--- config.mk ---
export PLATFORM = sky130hd
export DESIGN_NAME = sfp_link
export DESIGN_NICKNAME = d
export VERILOG_FILES = /design/src/rtl/sfp_pkg.sv /design/src/rtl/sfp_pins_if.sv /design/src/rtl/sfp_sync.sv /design/src/rtl/sfp_link.sv
export SDC_FILE = /design/constraint.sdc
export NUM_CORES = 1
export LEC_CHECK = 0
export BUFFER_PORTS_ARGS = -buffer_cell sky130_fd_sc_hd__buf_2
export CAP_MARGIN = 25
export CORE_AREA = 4 4 73 75
export DETAILED_ROUTE_END_ITERATION = 10
export DIE_AREA = 0 0 77 79
export PLACE_DENSITY = 0.73
export SYNTH_ARGS = -nofsm -noshare
export SYNTH_HDL_FRONTEND = slang
export SYNTH_SLANG_ARGS = --single-unit
--- constraint.sdc ---
create_clock -name clock_i -period 2.3 [get_ports clock_i]
set_clock_uncertainty 0.2 [all_clocks]
set_input_delay 0.23 -clock clock_i [delete_from_list [all_inputs] [get_ports clock_i]]
set_output_delay 0.23 -clock clock_i [all_outputs]
set_load 0.1 [all_outputs]
--- src/rtl/sfp_pkg.sv ---
/*
 * Shared constants for the serial flash pin interface: byte framing,
 * reset values, link states and the write-protect region table.
 * Assumes nothing of its surroundings; every user names package::item.
 */
package sfp_pkg;

	// Byte framing on the serial link
	localparam int unsigned BYTE_BITS = 8;
	localparam int unsigned CNT_W = 3;
	localparam logic [2:0] CNT_LAST = 3'h7;
	localparam logic [2:0] CNT_RST = 3'h0;

	// Synchroniser depth for pin inputs
	localparam int unsigned SYNC_STAGES = 2;

	// Number of synchronised pins and their slots
	localparam int unsigned PIN_W = 5;

	// Flash array address width and protect field width
	localparam int unsigned ADDR_W = 20;
	localparam int unsigned BP_W = 3;

	// Reset values
	localparam logic [7:0] BYTE_RST = 8'h00;
	localparam logic PIN_HIGH_RST = 1'b1;

	// Lowest protected address for each protect code; all-ones means none
	localparam logic [19:0] PROT_NONE = 20'hfffff;
	localparam logic [19:0] PROT_BP1 = 20'hf0000;
	localparam logic [19:0] PROT_BP2 = 20'he0000;
	localparam logic [19:0] PROT_BP3 = 20'hc0000;
	localparam logic [19:0] PROT_BP4 = 20'h80000;
	localparam logic [19:0] PROT_ALL = 20'h00000;

	// Link states, Gray along deselected -> selected -> paused
	typedef enum logic [1:0] {
		ST_UNARMED = 2'h0,
		ST_DESEL = 2'h1,
		ST_SEL = 2'h3,
		ST_PAUSE = 2'h2
	} sfp_state_t;

endpackage

--- src/rtl/sfp_pins_if.sv ---
/*
 * Carries the synchronised pin levels from the synchroniser to the
 * link logic. Assumes both ends run on the same system clock.
 */
`timescale 1ns/1ps
interface sfp_pins_if;
	logic cs_b; // Chip select, active low
	logic sck; // Serial clock level
	logic si; // Serial data in
	logic hold_b; // Pause, active low
	logic wp_b; // Write protect, active low

	modport src (output cs_b, sck, si, hold_b, wp_b);
	modport dst (input cs_b, sck, si, hold_b, wp_b);
endinterface

--- src/rtl/sfp_sync.sv ---
/*
 * Two-stage synchroniser for the five serial pins, delivered through
 * the pin interface. Assumes raw pins are asynchronous to clock_i.
 */
`timescale 1ns/1ps
module sfp_sync (
	input wire logic clock_i, // System clock
	input wire logic rst_b_i, // Synchronous reset, active low
	input wire logic [sfp_pkg::PIN_W-1:0] pins_i, // {cs_b,sck,si,hold_b,wp_b}
	sfp_pins_if.src pins // Synchronised levels
);
	logic [sfp_pkg::PIN_W-1:0] meta_q, meta_d; // First stage, read only by stage two
	logic [sfp_pkg::PIN_W-1:0] sync_q, sync_d; // Second stage
	// Reset levels: select and clock low, matching the edge detectors' reset,
	// so a select already low at reset gives no false fall; pause and protect high
	localparam logic [sfp_pkg::PIN_W-1:0] IDLE = 5'h03;

	// Next values: plain shift through the two stages
	always_comb begin
		meta_d = pins_i;
		sync_d = meta_q;
	end

	// Registers only
	always_ff @(posedge clock_i) begin
		if (!rst_b_i) begin
			meta_q <= IDLE;
			sync_q <= IDLE;
		end else begin
			meta_q <= meta_d;
			sync_q <= sync_d;
		end
	end

	assign pins.cs_b = sync_q[4];
	assign pins.sck = sync_q[3];
	assign pins.si = sync_q[2];
	assign pins.hold_b = sync_q[1];
	assign pins.wp_b = sync_q[0];
endmodule

--- src/rtl/sfp_link.sv ---
/*
 * Serial flash pin interface, device side: chip select, serial clock
 * edges, byte shifting, pause and write-protect gating.
 * Assumes a 50 MHz clock_i well above the serial clock rate, and an
 * array core that supplies bytes, busy state and protect bits.
 */
// What this block does
// - Output bits change after serial clock falls
// - Input bits captured on serial clock rise
// - Select low means active and accepting
// - Select high floats the serial output
// - No command before first select fall
// - Standby when deselected and nothing busy
// - Pause suspends exchange, keeps device selected
// - Paused: output floats, clock and input ignored
// - Write protect blocks writes to protected region
// - Mode 0 or 3, rise samples
// - Whole eight-bit bytes, one bit per clock
`timescale 1ns/1ps
module sfp_link #(
	parameter int unsigned ADDR_W = sfp_pkg::ADDR_W // Array address width
) (
	input wire logic clock_i, // System clock
	input wire logic rst_b_i, // Synchronous reset, active low
	input wire logic cs_b_i, // Chip select pin, active low
	input wire logic sck_i, // Serial clock pin
	input wire logic si_i, // Serial data in pin
	input wire logic hold_b_i, // Pause pin, active low
	input wire logic wp_b_i, // Write-protect pin, active low
	output logic so_o, // Serial data out
	output logic so_oe_o, // Serial out enable, high drives
	input wire logic [7:0] tx_byte_i, // Next byte to send
	output logic tx_req_o, // Pulse: tx_byte_i taken next fall
	output logic [7:0] rx_byte_o, // Last received byte
	output logic rx_valid_o, // Pulse: rx_byte_o fresh
	output logic frame_start_o, // Pulse: select fell, armed
	output logic active_o, // Selected, accepting or paused
	output logic paused_o, // Exchange suspended
	input wire logic busy_i, // Program/erase/status write running
	output logic standby_o, // Deselected and idle
	input wire logic [sfp_pkg::BP_W-1:0] block_protect_bits_i, // Protect code
	input wire logic prog_req_i, // Pulse: array write check request
	input wire logic [ADDR_W-1:0] prog_addr_i, // Address to write
	output logic prog_ack_o, // Pulse: check result ready
	output logic prog_ok_o // Write allowed
);
	sfp_pins_if pins(); // Synchronised pin levels

	sfp_sync u_sync (
		.clock_i(clock_i),
		.rst_b_i(rst_b_i),
		.pins_i({cs_b_i, sck_i, si_i, hold_b_i, wp_b_i}),
		.pins(pins)
	);

	sfp_pkg::sfp_state_t state_q, state_d; // Link state
	logic cs_prev_q, cs_prev_d; // Select level last cycle
	logic sck_prev_q, sck_prev_d; // Serial clock level last cycle
	logic [2:0] bit_cnt_q, bit_cnt_d; // Bits of current byte
	logic [7:0] rx_sh_q, rx_sh_d; // Receive shifter
	logic [7:0] tx_sh_q, tx_sh_d; // Transmit shifter
	logic [7:0] rx_byte_q, rx_byte_d; // Held received byte
	logic rx_valid_q, rx_valid_d; // Byte done pulse
	logic tx_req_q, tx_req_d; // Next byte request pulse
	logic start_q, start_d; // Frame start pulse
	logic active_q, active_d; // Registered active flag
	logic standby_q, standby_d; // Registered standby flag
	logic ack_q, ack_d; // Protect check acknowledge
	logic ok_q, ok_d; // Protect check result
	logic cs_fall; // Select fell this cycle
	logic sck_rise; // Serial clock rose this cycle
	logic sck_fall; // Serial clock fell this cycle
	logic shifting; // Edges honoured
	logic [ADDR_W-1:0] prot_base; // Lowest protected address
	logic in_region; // Request address protected

	// Edge detection on synchronised levels only
	always_comb begin
		cs_prev_d = pins.cs_b;
		sck_prev_d = pins.sck;
		// Reset value of cs_prev is low, so a select already low at reset is no edge
		cs_fall = cs_prev_q && !pins.cs_b;
		sck_rise = !sck_prev_q && pins.sck;
		sck_fall = sck_prev_q && !pins.sck;
	end

	// Link state: select, arming after reset, pause
	always_comb begin
		state_d = state_q;
		start_d = 1'b0;
		case (state_q)
			sfp_pkg::ST_UNARMED, sfp_pkg::ST_DESEL: begin
				if (cs_fall) begin
					// Pause already low at select goes straight to paused
					state_d = pins.hold_b ? sfp_pkg::ST_SEL : sfp_pkg::ST_PAUSE;
					start_d = 1'b1;
				end
			end
			sfp_pkg::ST_SEL: begin
				if (pins.cs_b) begin
					state_d = sfp_pkg::ST_DESEL;
				end else if (!pins.hold_b) begin
					state_d = sfp_pkg::ST_PAUSE;
				end
			end
			sfp_pkg::ST_PAUSE: begin
				// Pause only counts while selected; select rising ends it
				if (pins.cs_b) begin
					state_d = sfp_pkg::ST_DESEL;
				end else if (pins.hold_b) begin
					state_d = sfp_pkg::ST_SEL;
				end
			end
			default: begin
				state_d = sfp_pkg::ST_UNARMED;
			end
		endcase
		active_d = (state_d == sfp_pkg::ST_SEL) || (state_d == sfp_pkg::ST_PAUSE);
		standby_d = !active_d && !busy_i;
	end

	// Byte shifting: capture on rise, launch on fall, MSB first
	always_comb begin
		shifting = (state_q == sfp_pkg::ST_SEL) && !pins.cs_b && pins.hold_b;
		bit_cnt_d = bit_cnt_q;
		rx_sh_d = rx_sh_q;
		tx_sh_d = tx_sh_q;
		rx_byte_d = rx_byte_q;
		rx_valid_d = 1'b0;
		tx_req_d = 1'b0;
		if (cs_fall && (state_q != sfp_pkg::ST_SEL)) begin
			// New frame: counter restarts, first bit ready before first rise
			bit_cnt_d = sfp_pkg::CNT_RST;
			tx_sh_d = tx_byte_i;
		end else if (shifting && sck_rise) begin
			rx_sh_d = {rx_sh_q[6:0], pins.si};
			bit_cnt_d = bit_cnt_q + 3'h1;
			if (bit_cnt_q == sfp_pkg::CNT_LAST) begin
				rx_byte_d = {rx_sh_q[6:0], pins.si};
				rx_valid_d = 1'b1;
				tx_req_d = 1'b1;
			end
		end else if (shifting && sck_fall) begin
			// At a byte boundary the next byte loads; mode 3 first fall reloads
			if (bit_cnt_q == sfp_pkg::CNT_RST) begin
				tx_sh_d = tx_byte_i;
			end else begin
				tx_sh_d = {tx_sh_q[6:0], 1'b0};
			end
		end
	end

	// Protected region lookup from the protect code
	always_comb begin
		case (block_protect_bits_i)
			3'h0: prot_base = ADDR_W'(sfp_pkg::PROT_NONE);
			3'h1: prot_base = ADDR_W'(sfp_pkg::PROT_BP1);
			3'h2: prot_base = ADDR_W'(sfp_pkg::PROT_BP2);
			3'h3: prot_base = ADDR_W'(sfp_pkg::PROT_BP3);
			3'h4: prot_base = ADDR_W'(sfp_pkg::PROT_BP4);
			default: prot_base = ADDR_W'(sfp_pkg::PROT_ALL);
		endcase
		// Code zero protects nothing, including the top address
		in_region = (block_protect_bits_i != 3'h0) && (prog_addr_i >= prot_base);
		ack_d = prog_req_i;
		ok_d = prog_req_i && !(!pins.wp_b && in_region);
	end

	// All state registers
	always_ff @(posedge clock_i) begin
		if (!rst_b_i) begin
			state_q <= sfp_pkg::ST_UNARMED;
			cs_prev_q <= 1'b0;
			sck_prev_q <= 1'b0;
			bit_cnt_q <= sfp_pkg::CNT_RST;
			rx_sh_q <= sfp_pkg::BYTE_RST;
			tx_sh_q <= sfp_pkg::BYTE_RST;
			rx_byte_q <= sfp_pkg::BYTE_RST;
			rx_valid_q <= 1'b0;
			tx_req_q <= 1'b0;
			start_q <= 1'b0;
			active_q <= 1'b0;
			standby_q <= 1'b0;
			ack_q <= 1'b0;
			ok_q <= 1'b0;
		end else begin
			state_q <= state_d;
			cs_prev_q <= cs_prev_d;
			sck_prev_q <= sck_prev_d;
			bit_cnt_q <= bit_cnt_d;
			rx_sh_q <= rx_sh_d;
			tx_sh_q <= tx_sh_d;
			rx_byte_q <= rx_byte_d;
			rx_valid_q <= rx_valid_d;
			tx_req_q <= tx_req_d;
			start_q <= start_d;
			active_q <= active_d;
			standby_q <= standby_d;
			ack_q <= ack_d;
			ok_q <= ok_d;
		end
	end

	assign so_o = tx_sh_q[7];
	// Drive only while selected and not paused; floats otherwise
	assign so_oe_o = (state_q == sfp_pkg::ST_SEL);
	assign rx_byte_o = rx_byte_q;
	assign rx_valid_o = rx_valid_q;
	assign tx_req_o = tx_req_q;
	assign frame_start_o = start_q;
	assign active_o = active_q;
	assign paused_o = (state_q == sfp_pkg::ST_PAUSE);
	assign standby_o = standby_q;
	assign prog_ack_o = ack_q;
	assign prog_ok_o = ok_q;
endmodule

==> flow_summary.ini <==
[placed_design]
dp_cells = 325
dp_hpwl_mm = 3.13
io_buffers = 57
gp_congestion = 0.766
placed_cell_area_um2 = 2480

[cts]
h-tree-depth = 2
clkSinkCount = 46
tritoncts = yes
clkTransAtPathRegs_ns = 0.08
insertion_delay_ns = 0.29
cts_buffers = 5
ctsLongestPathBuffers = 2
ctsRootBufferMaster = clkbuf_8

[global_route]
first_global_vias = 1742
grtUsageTotal = 0.142
grt-ovfl-total = 0
grt_max_degree = 22
antenna_found_initial = 0
grt_pass1_wl_mm = 7.14

[layout]
final-seq-area_um2 = 921
multi_input_area_um2 = 1140
fin_cells = 340
n_antenna_cell = 0
fin_nets = 348
syn_to_final_growth_pct = 25.6
design_area_um2 = 2660
fillers = 420
drive_gt1_frac = 0.276

[yosys]
synth-seq-cells = 46
synth_edf_count = 0
synth.avg_cell_area_um2 = 9.79
synth.distinct_cells = 36
synth_area_leader_cell = dfxtp_1
async_flop_share = 0
syn_area_um2 = 2110
ys_warn_count = 0
synth_common_cells = dfxtp_1 (46), nor2_1 (32), mux2i_1 (24), ha_1 (23)
syn-num-nets = 279
syn-instance-count = 216
synth_top_area_share = 0.436
ys.flop_type = dfxtp_1
yosysMostFrequentCell = dfxtp_1
ys_seq_area_frac = 0.436
synth_area_leaders = dfxtp_1 (44%), ha_1 (14%), mux2i_1 (11%)

[power]
power.density_nw_per_um2 = 571
irDropWorstVdd_uv = 368
p_leak_nw = 1.30

[sta]
whs_ns = 0.0161
maxSlewHeadroom = 0.643
min_period_ns = 2.10
finalSetupViolations = 0
drv_slew = 0
worst_slew_pin_slew_ns = 0.536
fmax_mhz = 476
min_period_over_period = 0.913
final.setup.tns_ns = 0
hold_violations = 0
rsz0062_at_grt = false

[setup_path]
slowest_stage = or3_1
arrival_ns = 2.13
cpMostUsedCell = o21ai_0
cp_cell_sequence = buf_2, or3_1, buf_12, ha_1, nand2_1, o21ai_0, a2111oi_2, o41ai_2, o21ai_0
worstReg2RegStart = state_q[1]$_SDFF_PN0_
crit_fanout = 13
critPathCaptureType = flip-flop
crit_required_ns = 2.32
cp-start-kind = input port
cpPeakStageDelay_ns = 0.46
r2r_slack_ns = 0.29
r2r-end = rx_sh_q[5]$_SDFFE_PN0P_
path_class = input port to flip-flop
reg2reg_depth = 4

[drt]
wl_per_cell_um = 12.1
first_iter_violations = 69
vias_per_cell = 4.96
vias = 1685
first_pass_iters = 4
drc = 0
wl_mm = 4.10
drtAntennaViolNets = 0

[floorplanning]
fp-row-count = 25
dieArea_um2 = 6080
die_w_um = 77
io_pins = 58
fp.dieH_um = 79
core_area_um2 = 4660
initial_core_util = 0.454

[job]
maxCapViolations = 0

[min_path]
min_to = tx_sh_q[0]$_SDFFE_PN0P_
whs_path_depth = 3
min_from = tx_byte_i[0]
hold_path.class = input port to flip-flop

[status]
outcome = completed
==> state kept, by name, summed over array words and instances (netlist names) <==
| name | count |
|---|---|
| active_o | 1 |
| bit_cnt_q | 3 |
| cs_prev_q | 1 |
| frame_start_o | 1 |
| prog_ack_o | 1 |
| prog_ok_o | 1 |
| rx_byte_o | 8 |
| rx_sh_q | 7 |
| sck_prev_q | 1 |
| standby_o | 1 |
| state_q | 2 |
| tx_req_o | 1 |
| tx_sh_q | 8 |
| u_sync.meta_q | 5 |
| u_sync.sync_q | 5 |
==> worst max path at each step <==
stage	start	endpoint	cells after the start
2_1_floorplan	block_protect_bits_i[1]	prog_ok_o$_SDFF_PN0_	7
3_3_place_gp	block_protect_bits_i[1]	prog_ok_o$_SDFF_PN0_	9
3_5_place_dp	block_protect_bits_i[1]	prog_ok_o$_SDFF_PN0_	9
4_1_cts	block_protect_bits_i[1]	prog_ok_o$_SDFF_PN0_	9
5_1_grt	block_protect_bits_i[1]	prog_ok_o$_SDFF_PN0_	9
6_report	block_protect_bits_i[1]	prog_ok_o$_SDFF_PN0_	9
==> through the flow <==
step                worst slack, ns   util  power, W
finish                        0.200  0.570   0.00152
global route                 0.0203  0.570   0.00159
CTS                           0.212  0.567   0.00154
detailed placement          -0.0963  0.532   0.00105
global placement            -0.0555  0.532   0.00104
floorplan                    0.0378      -  0.000976
==> routing by layer <==
metal,share of wire,up-vias,global-route usage
met4,0.010,0,0.0480
met2,0.50,41,0.267
li1,-,894,-
met1,0.43,745,0.156
met3,0.057,5,0.0351
met5,0,-,0
==> critical path, delay by kind of cell <==
kind | cells | cell delay (ns)
compound gates | 4 | 0.80
simple gates | 2 | 0.52
buf+inv | 2 | 0.29
fa+ha+maj | 1 | 0.28
==> area by class of cell <==
cell class | count | share of cell area
inverter | 6 | 0.00848
multi-input combinational | 156 | 0.430
tap | 54 | 0.0254
clock buffer | 5 | 0.0259
timing repair buffer | 70 | 0.156
sequential | 46 | 0.347
clock inverter | 3 | 0.00801
==> power breakdown <==
| part | switching (W) | internal (W) | total [W] |
|---|---|---|---|
| combinational | 0.000123 | 0.0000910 | 0.000214 |
| clock | 0.000263 | 0.000213 | 0.000477 |
| sequential | 0.0000105 | 0.000816 | 0.000826 |
==> kinds of logic (layout without fill, tap and decap cells) <==
kind of cell | after synthesis | in the layout | share of synthesized area
AND/OR/NAND/NOR | 78 | 78 | 0.183
flip-flops | 46 | 46 | 0.436
AO/OA/AOI/OAI | 30 | 30 | 0.0965
multiplexers | 24 | 24 | 0.114
adder cells (fa/ha/maj) | 23 | 23 | 0.136
buffers and inverters | 14 | 84 | 0.0314
XOR/XNOR | 1 | 1 | 0.00414
==> cell usage in the layout (no fill, tap or decap), types with 6 or more instances in the layout <==
cell type,instances
buf_2,57
dfxtp_1,46
nor2_1,32
mux2i_1,24
ha_1,23
nand2_1,9
and2_1,9
a211oi_1,8
a21oi_1,8
dlygate4sd3_1,7
inv_1,6
nor3_1,6
o21ai_0,6
==> timing repair <==
item / CTS / global route
endpoints found under the hold margin: 7 / 0
setup buffers: 0 / 0
hold buffers: 7 / 0
endpoints found under the setup margin: 0 / 1
gates resized for setup: 0 / 3
No activity file was read; power rests on OpenSTA's default activity.
